### config.mk
export PLATFORM = sky130hd
export DESIGN_NAME = pbmux_core
export DESIGN_NICKNAME = d
export VERILOG_FILES = /design/src/pbmux_pkg.sv /design/src/pbmux_pin_if.sv /design/src/pbmux_core.sv /design/src/pbmux_pad.sv
export VERILOG_INCLUDE_DIRS = /design/src
export SDC_FILE = /design/constraint.sdc
export NUM_CORES = 1
export LEC_CHECK = 0
export ABC_CLOCK_PERIOD_IN_PS = 1600
export BUFFER_PORTS_ARGS = -buffer_cell sky130_fd_sc_hd__buf_2
export CAP_MARGIN = 20
export CORE_ASPECT_RATIO = 1.25
export CORE_UTILIZATION = 25
export DETAILED_ROUTE_END_ITERATION = 6
export PLACE_DENSITY = 0.49
export RECOVER_POWER = 25
export SETUP_SLACK_MARGIN = 0.05
export SLEW_MARGIN = 25
export SYNTH_ARGS = -nofsm -noshare
export SYNTH_HDL_FRONTEND = slang
export SYNTH_HIERARCHICAL = 1
export SYNTH_SLANG_ARGS = --single-unit
### constraint.sdc
create_clock -name clk -period 1.6 [get_ports clk]
set_input_delay 0.16 -clock clk [delete_from_list [all_inputs] [get_ports clk]]
set_output_delay 0.16 -clock clk [all_outputs]
set_load 0.1 [all_outputs]
### src/pbmux_regs.svh
// Register offsets, field positions, reset values and masks of the port B pin function mux
`ifndef PBMUX_REGS_SVH
`define PBMUX_REGS_SVH

// Register byte offsets
`define PBMUX_FUNC_SEL_OFS      4'h0
`define PBMUX_ANALOG_SEL_OFS    4'h4
`define PBMUX_STATUS_OFS        4'h8

// Port B function select register
`define PBMUX_FUNC_SEL_RESET    32'h0000_0000
`define PBMUX_FUNC_SEL_MASK     32'h0000_3FFF
`define PBMUX_FUNC_FIELD_W      2

// Analog pin function select register
`define PBMUX_ANALOG_SEL_RESET  32'h2220_2220
`define PBMUX_ANALOG_SEL_MASK   32'h3330_3330

// Status register fields
`define PBMUX_STAT_TEST_BIT     0
`define PBMUX_STAT_PIN_LSB      8

// Pin indices inside port B (pin 32 is index 0)
`define PBMUX_PIN_32            0
`define PBMUX_PIN_33            1
`define PBMUX_PIN_34            2
`define PBMUX_PIN_35            3
`define PBMUX_PIN_36            4
`define PBMUX_PIN_37            5
`define PBMUX_PIN_38            6

`endif

### src/pbmux_pkg.sv
// Types shared by the port B pin function mux
package pbmux_pkg;

    // Two-bit function code of one pin
    typedef enum logic [1:0]
    {
        PBMUX_FUNC_GPIO = 2'h0,
        PBMUX_FUNC_ALT1 = 2'h1,
        PBMUX_FUNC_ALT2 = 2'h2,
        PBMUX_FUNC_ALT3 = 2'h3
    } pbmux_func_t;

endpackage

### src/pbmux_pin_if.sv
// Per-pin connection between the mux core and one pad driver
`timescale 1ns/1ps
interface pbmux_pin_if;
    import pbmux_pkg::*;

    pbmux_func_t func;      // Selected function code
    logic        test_en;   // Test port owns the pin
    logic        test_out;  // Test port output value
    logic        test_oe;   // Test port drives the pin
    logic [3:0]  cand_out;  // Output value per function code
    logic [3:0]  cand_oe;   // Drive request per function code
    logic        in_q;      // Registered pin level
    logic        out_q;     // Registered pad output value
    logic        oe_n_q;    // Registered pad output enable, low drives

    modport core (output func, output test_en, output test_out, output test_oe,
                  output cand_out, output cand_oe, input in_q, input out_q, input oe_n_q);
    modport pad  (input func, input test_en, input test_out, input test_oe,
                  input cand_out, input cand_oe, output in_q, output out_q, output oe_n_q);
endinterface

### src/pbmux_core.sv
// Port B pin function mux: Avalon-MM registers, function selection and test port takeover
//
// Functional notes
// - Field 13:12 selects pin 38, code 00 (reset) is general-purpose I/O and all other codes are reserved.
// - While the test port select input is 1, pins 35 to 38 carry test data in, mode select, data out and clock.
// - Pin 38 can also feed an external oscillator clock to the core.
// - Field 11:10 selects pin 37, code 00 (reset) is general-purpose I/O and all other codes are reserved.
// - Field 9:8 selects pin 36, code 00 (reset) is general-purpose I/O and all other codes are reserved.
// - Field 7:6 selects pin 35, code 00 (reset) is general-purpose I/O and all other codes are reserved.
// - Field 5:4 selects pin 34, 00 general-purpose I/O, 01 comparator two output, 10 and 11 reserved.
// - Field 3:2 selects pin 33, 00 I/O, 01 I2C clock, 10 PWM sync out, 11 conversion start B out.
// - Field 1:0 selects pin 32, 00 I/O, 01 I2C data, 10 PWM sync in, 11 conversion start A out.
// - In I2C mode pins 32 and 33 are open drain: they only pull low and are always sensed.
`timescale 1ns/1ps
`include "pbmux_regs.svh"
module pbmux_core
    import pbmux_pkg::*;
#(
    parameter int PINS = 7
)
(
    input  wire logic              clk,
    input  wire logic              nrst,
    // Avalon-MM slave
    input  wire logic [3:0]        avs_address,
    input  wire logic              avs_read,
    input  wire logic              avs_write,
    input  wire logic [31:0]       avs_writedata,
    input  wire logic [3:0]        avs_byteenable,
    output logic [31:0]            avs_readdata,
    output logic                   avs_waitrequest,
    // Pads of pins 32 to 38
    input  wire logic [PINS-1:0]   pad_in,
    output logic [PINS-1:0]        pad_out,
    output logic [PINS-1:0]        pad_oe_n,
    // General-purpose I/O side
    input  wire logic [PINS-1:0]   gpio_out,
    input  wire logic [PINS-1:0]   gpio_dir,
    output logic [PINS-1:0]        gpio_in,
    // Peripherals
    input  wire logic              comparator_two_output,
    input  wire logic              i2c_clock_line_pull_low,
    output logic                   i2c_clock_line_in,
    input  wire logic              i2c_data_line_pull_low,
    output logic                   i2c_data_line_in,
    input  wire logic              pwm_sync_pulse_out,
    output logic                   pwm_sync_pulse_in,
    input  wire logic              conversion_start_a_out,
    input  wire logic              conversion_start_b_out,
    output logic                   external_oscillator_clock_in,
    // Test port
    input  wire logic              test_port_select,
    input  wire logic              test_data_out,
    input  wire logic              test_data_out_en,
    output logic                   test_data_in,
    output logic                   test_mode_select,
    output logic                   test_clock_in,
    // Analog pin blocking, one per analog field, high blocks the digital path
    output logic [5:0]             analog_pin_blocked
);

    // Configuration registers
    logic [31:0] port_b_function_select_r;
    logic [31:0] analog_pin_function_select_r;
    logic [31:0] avs_readdata_r;
    logic        ack_r;

    // Per-pin signals
    pbmux_func_t       func     [PINS];
    logic [PINS-1:0]   pin_in_q;
    logic [3:0]        cand_out [PINS];
    logic [3:0]        cand_oe  [PINS];
    logic [PINS-1:0]   test_pin;
    logic [PINS-1:0]   test_out;
    logic [PINS-1:0]   test_oe;

    // Bus decode: one wait cycle, then the access completes
    wire bus_req      = avs_read | avs_write;
    wire sel_func     = (avs_address[3:2] == 2'(`PBMUX_FUNC_SEL_OFS >> 2));
    wire sel_analog   = (avs_address[3:2] == 2'(`PBMUX_ANALOG_SEL_OFS >> 2));
    wire sel_status   = (avs_address[3:2] == 2'(`PBMUX_STATUS_OFS >> 2));
    wire wr_commit    = avs_write & ack_r;
    wire [31:0] be_mask = {{8{avs_byteenable[3]}}, {8{avs_byteenable[2]}},
                           {8{avs_byteenable[1]}}, {8{avs_byteenable[0]}}};
    wire [31:0] func_wmask   = be_mask & `PBMUX_FUNC_SEL_MASK;
    wire [31:0] analog_wmask = be_mask & `PBMUX_ANALOG_SEL_MASK;

    // Status word: test takeover and sampled pin levels
    wire [31:0] status_word = (32'({PINS{1'b0}} | pin_in_q) << `PBMUX_STAT_PIN_LSB)
                            | (32'(test_port_select) << `PBMUX_STAT_TEST_BIT);

    // Read data selection; unmapped addresses read zero
    wire [31:0] rd_word = sel_func   ? port_b_function_select_r :
                          sel_analog ? analog_pin_function_select_r :
                          sel_status ? status_word : 32'h0000_0000;

    assign avs_waitrequest = bus_req & ~ack_r;
    assign avs_readdata    = avs_readdata_r;

    // Completion flag, high for the last cycle of each access
    always_ff @(posedge clk or negedge nrst)
    begin
        if (!nrst)
            ack_r <= 1'b0;
        else
            ack_r <= bus_req & ~ack_r;
    end

    // Read data register
    always_ff @(posedge clk or negedge nrst)
    begin
        if (!nrst)
            avs_readdata_r <= 32'h0000_0000;
        else if (avs_read & ~ack_r)
            avs_readdata_r <= rd_word;
    end

    // Function register, reserved upper bits held at zero
    always_ff @(posedge clk or negedge nrst)
    begin
        if (!nrst)
            port_b_function_select_r <= `PBMUX_FUNC_SEL_RESET;
        else if (wr_commit & sel_func)
            port_b_function_select_r <= (port_b_function_select_r & ~func_wmask)
                                      | (avs_writedata & func_wmask);
    end

    // Analog register, reserved bits held at zero
    always_ff @(posedge clk or negedge nrst)
    begin
        if (!nrst)
            analog_pin_function_select_r <= `PBMUX_ANALOG_SEL_RESET;
        else if (wr_commit & sel_analog)
            analog_pin_function_select_r <= (analog_pin_function_select_r & ~analog_wmask)
                                          | (avs_writedata & analog_wmask);
    end

    // Analog block bits: upper bit of each field disables the digital path
    assign analog_pin_blocked[0] = analog_pin_function_select_r[5];
    assign analog_pin_blocked[1] = analog_pin_function_select_r[9];
    assign analog_pin_blocked[2] = analog_pin_function_select_r[13];
    assign analog_pin_blocked[3] = analog_pin_function_select_r[21];
    assign analog_pin_blocked[4] = analog_pin_function_select_r[25];
    assign analog_pin_blocked[5] = analog_pin_function_select_r[29];

    // Pin 32 candidates: I/O, I2C data, sync in, conversion start A
    assign cand_out[`PBMUX_PIN_32] = {conversion_start_a_out, 1'b0, 1'b0, gpio_out[`PBMUX_PIN_32]};
    assign cand_oe[`PBMUX_PIN_32]  = {1'b1, 1'b0, i2c_data_line_pull_low, gpio_dir[`PBMUX_PIN_32]};

    // Pin 33 candidates: I/O, I2C clock, sync out, conversion start B
    assign cand_out[`PBMUX_PIN_33] = {conversion_start_b_out, pwm_sync_pulse_out, 1'b0,
                                      gpio_out[`PBMUX_PIN_33]};
    assign cand_oe[`PBMUX_PIN_33]  = {1'b1, 1'b1, i2c_clock_line_pull_low, gpio_dir[`PBMUX_PIN_33]};

    // Pin 34 candidates: I/O, comparator two; reserved codes leave the pad undriven
    assign cand_out[`PBMUX_PIN_34] = {1'b0, 1'b0, comparator_two_output, gpio_out[`PBMUX_PIN_34]};
    assign cand_oe[`PBMUX_PIN_34]  = {1'b0, 1'b0, 1'b1, gpio_dir[`PBMUX_PIN_34]};

    // Pins 35 to 38: only I/O, reserved codes undriven
    assign cand_out[`PBMUX_PIN_35] = {3'h0, gpio_out[`PBMUX_PIN_35]};
    assign cand_oe[`PBMUX_PIN_35]  = {3'h0, gpio_dir[`PBMUX_PIN_35]};
    assign cand_out[`PBMUX_PIN_36] = {3'h0, gpio_out[`PBMUX_PIN_36]};
    assign cand_oe[`PBMUX_PIN_36]  = {3'h0, gpio_dir[`PBMUX_PIN_36]};
    assign cand_out[`PBMUX_PIN_37] = {3'h0, gpio_out[`PBMUX_PIN_37]};
    assign cand_oe[`PBMUX_PIN_37]  = {3'h0, gpio_dir[`PBMUX_PIN_37]};
    assign cand_out[`PBMUX_PIN_38] = {3'h0, gpio_out[`PBMUX_PIN_38]};
    assign cand_oe[`PBMUX_PIN_38]  = {3'h0, gpio_dir[`PBMUX_PIN_38]};

    // Test port takeover of pins 35 to 38; only the data out pin drives
    assign test_pin = PINS'({4{test_port_select}}) << `PBMUX_PIN_35;
    assign test_out = PINS'(test_data_out) << `PBMUX_PIN_37;
    assign test_oe  = PINS'(test_data_out_en) << `PBMUX_PIN_37;

    // Pad driver per pin
    genvar i;
    generate
        for (i = 0; i < PINS; i++)
        begin : g_pin
            pbmux_pin_if pin_bus ();

            assign func[i]          = pbmux_func_t'(port_b_function_select_r[2*i +: `PBMUX_FUNC_FIELD_W]);
            assign pin_bus.func     = func[i];
            assign pin_bus.test_en  = test_pin[i];
            assign pin_bus.test_out = test_out[i];
            assign pin_bus.test_oe  = test_oe[i];
            assign pin_bus.cand_out = cand_out[i];
            assign pin_bus.cand_oe  = cand_oe[i];
            assign pin_in_q[i]      = pin_bus.in_q;
            assign pad_out[i]       = pin_bus.out_q;
            assign pad_oe_n[i]      = pin_bus.oe_n_q;

            pbmux_pad u_pad
            (
                .clk    (clk),
                .nrst   (nrst),
                .pad_in (pad_in[i]),
                .pin    (pin_bus.pad)
            );
        end
    endgenerate

    // Sensed levels back to I/O and peripherals
    assign gpio_in = pin_in_q;

    // I2C lines are sensed while selected, idle high otherwise
    assign i2c_data_line_in  = (func[`PBMUX_PIN_32] == PBMUX_FUNC_ALT1) ? pin_in_q[`PBMUX_PIN_32] : 1'b1;
    assign i2c_clock_line_in = (func[`PBMUX_PIN_33] == PBMUX_FUNC_ALT1) ? pin_in_q[`PBMUX_PIN_33] : 1'b1;

    // Sync input only while pin 32 is in sync-in mode
    assign pwm_sync_pulse_in = (func[`PBMUX_PIN_32] == PBMUX_FUNC_ALT2) & pin_in_q[`PBMUX_PIN_32];

    // Test inputs only while the test port owns the pins
    assign test_data_in     = test_port_select & pin_in_q[`PBMUX_PIN_35];
    assign test_mode_select = test_port_select & pin_in_q[`PBMUX_PIN_36];
    assign test_clock_in    = test_port_select & pin_in_q[`PBMUX_PIN_38];

    // Oscillator clock path from pin 38 is always open
    assign external_oscillator_clock_in = pin_in_q[`PBMUX_PIN_38];

endmodule // pbmux_core

### src/pbmux_pad.sv
// Pad driver of one port B pin: selects drive by function and registers pad signals
`timescale 1ns/1ps
module pbmux_pad
    import pbmux_pkg::*;
(
    input  wire logic   clk,
    input  wire logic   nrst,
    input  wire logic   pad_in,
    pbmux_pin_if.pad    pin
);

    // Selected drive: test port wins over the function field
    wire drive_val = pin.test_en ? pin.test_out : pin.cand_out[pin.func];
    wire drive_en  = pin.test_en ? pin.test_oe  : pin.cand_oe[pin.func];

    // Pad output, enable and input sample registers; reset leaves the pad undriven
    always_ff @(posedge clk or negedge nrst)
    begin
        if (!nrst)
        begin
            pin.out_q  <= 1'b0;
            pin.oe_n_q <= 1'b1;
            pin.in_q   <= 1'b0;
        end
        else
        begin
            pin.out_q  <= drive_val;
            pin.oe_n_q <= ~drive_en;
            pin.in_q   <= pad_in;
        end
    end

endmodule // pbmux_pad

==> results of run 1 <==
-- kinds of logic after synthesis --
logic type	count (synthesis)	share of synthesized area
flip-flops	69	0.505
multiplexers	63	0.192
buffers and inverters	58	0.108
AND/OR/NAND/NOR	53	0.0877
AO/OA/AOI/OAI	52	0.106
other	2	0.00217
-- power by group through the flow --
stage	Combinational [W]	Clock (W)	Sequential, W
after CTS	0.00308	0.00189	0.00241
after global routing	0.00321	0.00196	0.00246
after floorplan	0.00213	0	0.00295
after global placement	0.00296	0	0.00244
after detailed placement	0.00298	0	0.00245
final	0.00306	0.00181	0.00240
-- layer usage --
metal | vias up | wire (um) | share of wire
met5 | - | 0 | 0
met4 | 0 | 131 | 0.015
li1 | 1280 | - | -
met1 | 1247 | 3700 | 0.44
met3 | 10 | 523 | 0.062
met2 | 79 | 4120 | 0.49
-- per-stage QoR --
step / utilization / total power [W] / hold WS, ns / cells
floorplan: - / 0.00508 / -0.136 / 363
global placement: 0.323 / 0.00540 / 0.150 / 613
detailed placement: 0.323 / 0.00543 / 0.154 / 613
CTS: 0.355 / 0.00739 / 0.0315 / 642
global route: 0.355 / 0.00763 / 0.0451 / 642
finish: 0.355 / 0.00727 / 0.0500 / 642
-- what timing repair did --
item / CTS / global route
setup buffers: 4 / 0
endpoints found under the setup margin: 2 / 1
resized for setup: 11 / 1
hold buffers: 9 / 0
endpoints found under the hold margin: 29 / 0
-- placed cells by master, fill, tap and decap left out, types with 2 or more instances in the layout --
cell / Yosys / routed
or2_2: 4 / 4
and2_1: 3 / 2
dfrtp_1: 56 / 54
a22o_1: 11 / 11
nor2_1: 15 / 14
o31ai_1: 5 / 5
inv_1: 7 / 7
buf_12: 0 / 5
clkbuf_2: 7 / 2
mux2i_1: 37 / 37
buf_2: 2 / 110
a22oi_1: 14 / 14
dfrtp_2: 0 / 2
clkbuf_16: 0 / 9
o21a_1: 7 / 7
nor2b_1: 8 / 8
conb_1: 2 / 68
or3b_4: 0 / 2
dlygate4sd3_1: 0 / 9
buf_4: 38 / 17
dfstp_2: 13 / 13
nand2b_1: 3 / 3
o21ai_0: 7 / 7
clkbuf_1: 2 / 2
nand2_1: 8 / 8
mux2_2: 26 / 26
clkinv_2: 0 / 2
a21oi_1: 8 / 8
clkinvlp_4: 0 / 2
-- final cells by class --
cell class              instances  area (sq um)  share of cell area
multi-input cells             236          1600               0.338
inverters                       7          26.3             0.00555
well taps                     171           214              0.0452
clock inverters                 4          25.0             0.00528
flip-flops and latches         69          1750               0.368
repair buffers                143           878               0.185
clock buffers                  12           246              0.0520
-- worst min path at each step --
stage                                         endpoint  slack (ns)  depth (start not counted)
floorplan                   asynchronous set/reset pin       -0.14                          0
global placement            asynchronous set/reset pin        0.15                          1
detailed placement        avs_readdata[25]$_DFFE_PN0P_        0.15                          1
CTS                 g_pin[5].u_pad/pin.out_q$_DFF_PN0_        0.03                          2
global route        g_pin[5].u_pad/pin.out_q$_DFF_PN0_        0.05                          2
finish              g_pin[5].u_pad/pin.out_q$_DFF_PN0_        0.05                          2
-- worst max-delay path, cell delays in order (launching register included) --
cell	delay (ns)
dfrtp_1	0.43
nor2_2	0.14
buf_2	0.44
==> qor.csv, run 1 <==
stage,metric,value,unit
status,status,completed,
drt,drt_iter0_drc,39,
power_and_ir_drop,vdd_drop_max,674,uV
clock_network,cts_buffers,9,
floorplanning,core,13300,sq um
clock_network,clock_latency,0.33,ns
worst_setup_path,timing.rr.start,ack_r$_DFF_PN0_,
global_route,grt_antenna_before_repair,0,
sta,max_freq,0.668,GHz
placement,dp_hpwl,6350,um
sta,setup_viol,0,
global_route,gr-total-overflow,0,
global_route,grt_pass1_vias,2685,
final_layout,drive_gt1_frac,0.425,
final_layout,num-nets-final,540,
sta,finalHoldViolations,0,
synthesis,syn_area,3450,sq um
drt,routed_via_density,4.07,
synthesis,syn_area_per_cell,11.6,sq um
global_route,grt_busiest_layer,met2,
synthesis,ys_top_cells_by_area,"dfrtp_1, mux2i_1, dfstp_2, mux2_2, buf_4",
placement,gp_congestion,0.729,
global_route,gr-usage-all-layers,0.128,
power_and_ir_drop,pwr-share-seq,0.330,
power_and_ir_drop,p_comb_frac,0.421,
clock_network,tritoncts,yes,
min_path,worstHoldStart,test_data_out,
synthesis,synth_cells,297,
drt,first_pass_iters,4,
sta,period_minus_slack,1.50,ns
sta,final_max_slew_viol_count,0,
floorplanning,die_x,107,um
power_and_ir_drop,clkPwrFrac,0.248,
worst_setup_path,cp-endpoint,avs_waitrequest,
sta,rsz0062_at_grt,no,
global_route,grtUsageMet1,0.155,
power_and_ir_drop,p_int,0.00401,W
flow_run,maxCapViolations,0,
global_route,grt.met3_usage,0.0352,
synthesis,yosysMostFrequentCell,dfrtp_1,
sta,worstMarginPinSlew,0.914,ns
synthesis,synth_edf_count,0,
worst_setup_path,path_class,flop to primary output,
worst_setup_path,reg2reg_depth,3,
drt,ant_nets,0,
sta,finClkSkew,0.00728,ns
power_and_ir_drop,p_sw,0.00326,W
clock_network,h-tree-depth,3,
drt,routed_wl,8470,um
synthesis,seq_area_frac_synth,0.505,
worst_setup_path,cp-end-kind,primary output,
clock_network,clock-sinks,69,
final_layout,num-fill-cells,1348,
floorplanning,die-area,14300,sq um
synthesis,synth_top_area_frac,0.406,
floorplanning,num_io_pins,141,
placement,dpl_cell_area,4310,sq um
placement,port_buffers,115,
clock_network,clk_pin_slew,0.06,ns
global_route,grtUsageMet2,0.212,
worst_setup_path,critical_path_peak_fanout,6,
worst_setup_path,worstPathRequired,1.44,ns
worst_setup_path,setup.worst_path.start_class,flop,
worst_setup_path,cp-startpoint,ack_r$_DFF_PN0_,
synthesis,netlist_top_cells_count,"dfrtp_1, buf_4, mux2i_1",
final_layout,num_antenna_cells,0,
global_route,grt_max_degree,34,
min_path,hold_class,input pin to flop,
power_and_ir_drop,powerDensity,1530,nW/um^2
synthesis,async_flop_share,1.00,
placement,place_ws,0.126,ns
floorplanning,die_h,133,um
drt,vias,2616,
final_layout,final_area,4740,sq um
synthesis,yosysTopAreaCell,dfrtp_1,
power_and_ir_drop,swShare,0.449,
global_route,grt_pass1_wl,13600,um
power_and_ir_drop,leakage,2.36,nW
synthesis,ys_ff_latch,69,
sta,fin_setup_tns,0,ns
worst_setup_path,cp.arrival,1.34,ns
synthesis,ys.flop_type,dfrtp_1,
sta,relSlewSlack,0.391,
synthesis,yosysUniqueCellTypes,34,
sta,fin_crit_sh,0.936,
clock_network,clock_path_buffers,2,
drt,wl_per_cell,13.2,um
synthesis,yosys_warnings,6,
sta,worst_slack,0.103,ns
floorplanning,placementRows,47,
drt,drc,0,
floorplanning,initial_core_util,0.259,
final_layout,area_growth,37.2,%
worst_setup_path,rrSetupSlack,0.15,ns
clock_network,root_buffer,clkbuf_16,
No activity file was read; power rests on OpenSTA's default activity.
==> inputs of run 2 (changes only) <==
CELL_PAD_IN_SITES_DETAIL_PLACEMENT = 1   (was unset)
CELL_PAD_IN_SITES_GLOBAL_PLACEMENT = 1   (was unset)
PLACE_DENSITY = 0.6   (was 0.49)
==> run 2 against run 1 <==
Total power rose by 7.0%. Wire length rose by 8.1%. Critical endpoint is now i2c_clock_line_in. Combinational power barely moved. Critical path depth did not move. Register-to-register slack improved by 0.02 ns. Non-clock buffer count fell by 1. Sequential share of layout area fell by 0.39 points. Cell count fell by 0.16%. Largest cell class unchanged. Hold slack improved by 0.0065 ns.
==> qor.csv, run 2 (same netlist as run 1, synthesis figures left out) <==
stage,metric,value,unit,change
sta,setup_viol,0,,unchanged
sta,worstMarginPinSlew,0.514,ns,-0.399 ns
worst_setup_path,cp-end-kind,primary output,,
placement,dp_hpwl,7020,um,+10%
sta,relSlewSlack,0.659,,+0.269
sta,finalHoldViolations,0,,unchanged
final_layout,regArea,1750,sq um,unchanged
final_layout,num-fill-cells,1541,,+14%
drt,drc,0,,unchanged
final_layout,layout_commonest_cell,buf_2,,
power_and_ir_drop,powerDensity,1620,nW/um^2,+5.9%
worst_setup_path,setup.worst_path.start_class,flop,,
sta,holdWs,0.0565,ns,+0.00650 ns
power_and_ir_drop,fin_total_pwr,0.00778,W,+7.0%
floorplanning,die_h,133,um,unchanged
placement,gp_congestion,0.726,,-0.36%
sta,finClkSkew,0.00293,ns,-0.00435 ns
worst_setup_path,critPathBufInv,1,,unchanged
floorplanning,core,13300,sq um,unchanged
floorplanning,num_io_pins,141,,unchanged
clock_network,clk_pin_slew,0.06,ns,about the same
global_route,gr-total-overflow,0,,unchanged
floorplanning,placementRows,47,,unchanged
drt,routed_wl,9160,um,+8.1%
global_route,grt_pass1_vias,2994,,+12%
power_and_ir_drop,leakage,2.39,nW,+1.2%
final_layout,multi_input_area,1610,sq um,+0.16%
final_layout,drive_gt1_frac,0.426,,+0.000903
floorplanning,initial_core_util,0.259,,unchanged
final_layout,num-nets-final,539,,-0.19%
sta,period_minus_slack,1.52,ns,+0.0180 ns
clock_network,h-tree-depth,3,,unchanged
sta,max_freq,0.660,GHz,-1.2%
flow_run,maxCapViolations,0,,unchanged
worst_setup_path,crit_chain,or3b_4 > buf_12,,
drt,ant_nets,0,,unchanged
clock_network,root_buffer,clkbuf_16,,
global_route,gr-usage-all-layers,0.140,,+0.0116
final_layout,num_antenna_cells,0,,unchanged
global_route,grt_pass1_wl,15000,um,+10%
sta,fin_crit_sh,0.947,,+0.0112
worst_setup_path,crit_path_max_incr_delay,0.45,ns,about the same
worst_setup_path,critical_path_peak_fanout,3,,-3
placement,port_buffers,115,,unchanged
drt,vias,2645,,+1.1%
worst_setup_path,worstPathRequired,1.44,ns,about the same
worst_setup_path,crit_slowest_cell,dfrtp_2,,
final_layout,layout_common_cells,"buf_2, conb_1, dfrtp_1",,
clock_network,cts_buffers,9,,unchanged
min_path,hold_class,input pin to flop,,
drt,drt_iter0_drc,43,,+10%
clock_network,clock_latency,0.33,ns,about the same
worst_setup_path,cp.arrival,1.36,ns,+0.02 ns
floorplanning,die-area,14300,sq um,unchanged
status,status,completed,,
clock_network,clock-sinks,69,,unchanged
clock_network,clock_path_buffers,2,,unchanged
drt,routed_via_density,4.13,,+1.3%
worst_setup_path,path_class,flop to primary output,,
global_route,grt_max_degree,36,,+5.9%
worst_setup_path,cpLargestDelayFamily,flip-flops,,
sta,rsz0062_at_grt,yes,,
clock_network,tritoncts,yes,,
final_layout,area_growth,38.6,%,
floorplanning,die_x,107,um,unchanged
sta,fin_setup_tns,0,ns,unchanged
power_and_ir_drop,vdd_drop_max,607,uV,-9.9%
sta,final_max_slew_viol_count,0,,unchanged
drt,first_pass_iters,4,,unchanged
drt,wl_per_cell,14.3,um,+8.3%
global_route,grt_antenna_before_repair,0,,unchanged
==> run 2: changes by cell type in the layout (fill, tap and decap cells not counted), moves of 2 or more <==
cell        before  now
clkinvlp_4       2    0
bufinv_16        0    3
clkbuf_4         0    2
clkbuf_2         2    0
==> run 2: cell type report <==
type | count | area share
well taps | 171 | 0.0447
clock buffers | 9 | 0.0470
inverters | 7 | 0.00549
repair buffers | 142 | 0.179
clock inverters | 7 | 0.0238
multi-input cells | 236 | 0.335
flip-flops and latches | 69 | 0.364
==> run 2: repair_timing <==
action                     in CTS  in global routing
pin swaps                       0                  1
gates cloned                    0                  0
buffers inserted                2                  2
resized for setup              11                  3
hold endpoints to repair       65                  0
setup endpoints to repair       2                  6
hold buffers                    9                  0
==> run 2: metal layers <==
| layer | global-route usage | vias up | wire length, um |
|---|---|---|---|
| met5 | 0 | - | 0 |
| met4 | 0.0685 | 0 | 165 |
| met3 | 0.0318 | 9 | 501 |
| met2 | 0.248 | 78 | 4820 |
| met1 | 0.157 | 1282 | 3670 |
| li1 | - | 1276 | - |
==> run 2: path summary, 6_finish.rpt <==
check	start	endpoint	slack, ns	cells after the start
worst max-delay path	g_pin[1].u_pad/pin.in_q$_DFF_PN0_	i2c_clock_line_in	0.08	2
worst min-delay path	avs_writedata[0]	flop	0.06	2
worst max register to register	ack_r$_DFF_PN0_	flop	0.17	4
worst min register to register	avs_readdata[14]$_DFFE_PN0P_	avs_readdata[14]$_DFFE_PN0P_	0.46	2
max in group asynchronous	nrst	asynchronous set/reset pin	0.33	3
min in group asynchronous	nrst	g_pin[2].u_pad/pin.out_q$_DFF_PN0_	0.31	2
==> run 2: power breakdown <==
group / internal (W) / leakage, nW / switching [W]
combinational: 0.000770 / 1.39 / 0.00230
clock: 0.00152 / 0.169 / 0.000773
sequential: 0.00215 / 0.830 / 0.000270
total: 0.00444 / 2.39 / 0.00334
==> run 2: metrics by stage <==
step                      setup slack, ns   util  std cells  instance area, sq um
after floorplan                     0.147      -        363                  3710
after global placement              0.176  0.322        612                  4300
after detailed placement            0.111  0.322        612                  4300
after CTS                          0.0642  0.358        639                  4780
after global routing               0.0643  0.359        641                  4790
final                              0.0846  0.359        641                  4790
==> inputs of run 3 (changes only) <==
CORE_ASPECT_RATIO = unset   (was 1.25)
==> run 3 against run 2 <==
Total power decreased by 4.2%. Clock skew increased by 0.0066 ns. Critical endpoint unchanged. Critical path type unchanged. Sequential share of layout area increased by 0.15 points. Global-route usage decreased by 0.055 points. Fmax increased by 3.2%. First-iteration DRC count increased by 37%. Core utilization decreased by 0.17 points. Combinational power about the same.
==> qor.csv, run 3 (same netlist as run 1, synthesis figures left out) <==
stage,metric,value,unit,change
final_layout,multi_input_area,1610,sq um,about the same
clock_network,h-tree-depth,3,,unchanged
drt,wl_per_cell,14.0,um,-1.9%
flow_run,maxCapViolations,0,,unchanged
power_and_ir_drop,vdd_drop_max,511,uV,-16%
worst_setup_path,cp_num_cells,2,,unchanged
worst_setup_path,critPathBufInv,1,,unchanged
worst_setup_path,cp-end-kind,primary output,,
global_route,gr-total-overflow,0,,unchanged
placement,port_buffers,115,,unchanged
drt,drt_iter0_drc,59,,+37%
placement,gp_congestion,0.730,,+0.55%
sta,finClkSkew,0.00955,ns,+0.00662 ns
min_path,hold_class,input pin to flop,,
sta,fin_crit_sh,0.917,,-0.0298
drt,ant_nets,0,,unchanged
floorplanning,num_io_pins,141,,unchanged
final_layout,num-nets-final,538,,-0.19%
clock_network,clk_pin_slew,0.05,ns,about the same
clock_network,clock_latency,0.33,ns,about the same
final_layout,final_util,0.357,,-0.00165
power_and_ir_drop,clkPwrFrac,0.262,,-0.032
worst_setup_path,crit_slowest_cell,or3b_4,,
floorplanning,core,13300,sq um,about the same
power_and_ir_drop,powerDensity,1560,nW/um^2,-3.8%
worst_setup_path,cp.arrival,1.31,ns,-0.05 ns
sta,worstMarginPinSlew,0.550,ns,+0.0359 ns
sta,finalHoldViolations,0,,unchanged
sta,period_minus_slack,1.47,ns,-0.0477 ns
min_path,holdPathStages,2,,unchanged
global_route,gr-usage-all-layers,0.139,,-0.000551
final_layout,final_area,4770,sq um,-0.47%
power_and_ir_drop,p_int,0.00419,W,-5.6%
drt,routed_via_density,4.13,,+0.21%
final_layout,area_growth,38.0,%,
power_and_ir_drop,pwr-share-seq,0.324,,+0.013
final_layout,num_antenna_cells,0,,unchanged
worst_setup_path,cpLargestDelayFamily,simple AND/OR/NAND/NOR gates,,
clock_network,root_buffer,clkbuf_16,,
drt,vias,2667,,+0.83%
sta,final_max_slew_viol_count,0,,unchanged
floorplanning,die-area,14300,sq um,about the same
sta,relSlewSlack,0.631,,-0.0283
placement,dpl_cell_area,4290,sq um,-0.20%
floorplanning,die_x,120,um,+12%
worst_setup_path,worstPathRequired,1.44,ns,about the same
worst_setup_path,path_class,flop to primary output,,
final_layout,drive_gt1_frac,0.420,,-0.00549
global_route,grt_pass1_wl,15300,um,+1.8%
final_layout,regArea,1740,sq um,about the same
power_and_ir_drop,swShare,0.438,,+0.00859
placement,dp_hpwl,6750,um,-3.8%
worst_setup_path,critical_path_peak_fanout,3,,unchanged
drt,drc,0,,unchanged
sta,fin_setup_tns,0,ns,unchanged
sta,rsz0062_at_grt,no,,
power_and_ir_drop,p_comb_frac,0.414,,+0.019
worst_setup_path,rrSetupSlack,0.17,ns,about the same
clock_network,tritoncts,yes,,
sta,setup_viol,0,,unchanged
worst_setup_path,reg2reg_depth,4,,unchanged
power_and_ir_drop,leakage,2.37,nW,-0.77%
global_route,grt_antenna_before_repair,0,,unchanged
drt,first_pass_iters,4,,unchanged
min_path,worstHoldStart,test_data_out,,
min_path,hold_path_end,g_pin[5].u_pad/pin.out_q$_DFF_PN0_,,
worst_setup_path,crit_chain,or3b_4 > buf_12,,
power_and_ir_drop,fin_total_pwr,0.00745,W,-4.2%
clock_network,cts_buffers,9,,unchanged
final_layout,layout_commonest_cell,buf_2,,
status,status,completed,,
power_and_ir_drop,p_sw,0.00327,W,-2.3%
worst_setup_path,timing.rr.start,ack_r$_DFF_PN0_,,
worst_setup_path,setup.worst_path.start_class,flop,,
final_layout,num-fill-cells,1562,,+1.4%
worst_setup_path,crit_path_max_incr_delay,0.42,ns,-0.03 ns
global_route,grt_max_degree,67,,+86%
clock_network,clock_path_buffers,2,,unchanged
floorplanning,die_h,120,um,-10%
final_layout,layout_common_cells,"buf_2, conb_1, dfrtp_1",,
drt,routed_wl,9040,um,-1.3%
sta,max_freq,0.681,GHz,+3.2%
clock_network,clock-sinks,69,,unchanged
global_route,grt_pass1_vias,2982,,-0.40%
floorplanning,initial_core_util,0.259,,about the same
floorplanning,placementRows,42,,-11%
[run 3: cell count changes in the layout (fill, tap and decap cells not counted), moves of 2 or more]
cell / previous run / this run
bufinv_16: 3 / 0
clkinv_2: 3 / 0
clkbuf_8: 0 / 5
clkbuf_1: 1 / 3
clkbuf_4: 2 / 0
[run 3: layout make-up]
type | instances | share of cell area
Sequential cell | 69 | 0.366
Multi-Input combinational cell | 236 | 0.337
Timing Repair Buffer | 141 | 0.182
Clock buffer | 16 | 0.0633
Tap cell | 176 | 0.0462
Inverter | 7 | 0.00551
[run 3: routing by layer]
metal / GRT usage / routed length [um]
met4: 0.0375 / 68
met5: 0 / 0
met3: 0.0509 / 595
met1: 0.159 / 3830
met2: 0.244 / 4550
[run 3: worst max-delay path by stage]
stage                                  end  slack, ns
2_1_floorplan              ack_r$_DFF_PN0_       0.15
3_3_place_gp   avs_readdata[6]$_DFFE_PN0P_       0.11
3_5_place_dp   avs_readdata[7]$_DFFE_PN0P_      -0.04
4_1_cts                  i2c_clock_line_in      -0.03
5_1_grt                    avs_waitrequest       0.06
6_report                 i2c_clock_line_in       0.13
[run 3: power groups by stage]
stage	sequential, W	combinational [W]	clock (W)
after floorplan	0.00295	0.00213	0
after global placement	0.00244	0.00296	0
after detailed placement	0.00247	0.00300	0
after CTS	0.00243	0.00307	0.00204
after global routing	0.00248	0.00324	0.00210
final	0.00242	0.00308	0.00195
[run 3: what timing repair did]
item | in CTS | in global routing
hold buffers | 9 | 0
hold endpoints to repair | 65 | 0
setup buffers | 2 | 3
gates resized for setup | 9 | 6
endpoints found under the setup margin | 8 | 4
[run 3: metrics by stage]
step	instances	hold WS, ns	worst slack (ns)
6_report	645	0.0610	0.132
5_1_grt	645	0.0475	0.0647
4_1_cts	642	0.0467	-0.0312
3_5_place_dp	615	-0.0339	-0.0374
3_3_place_gp	615	-0.0376	0.111
2_1_floorplan	363	-0.136	0.147
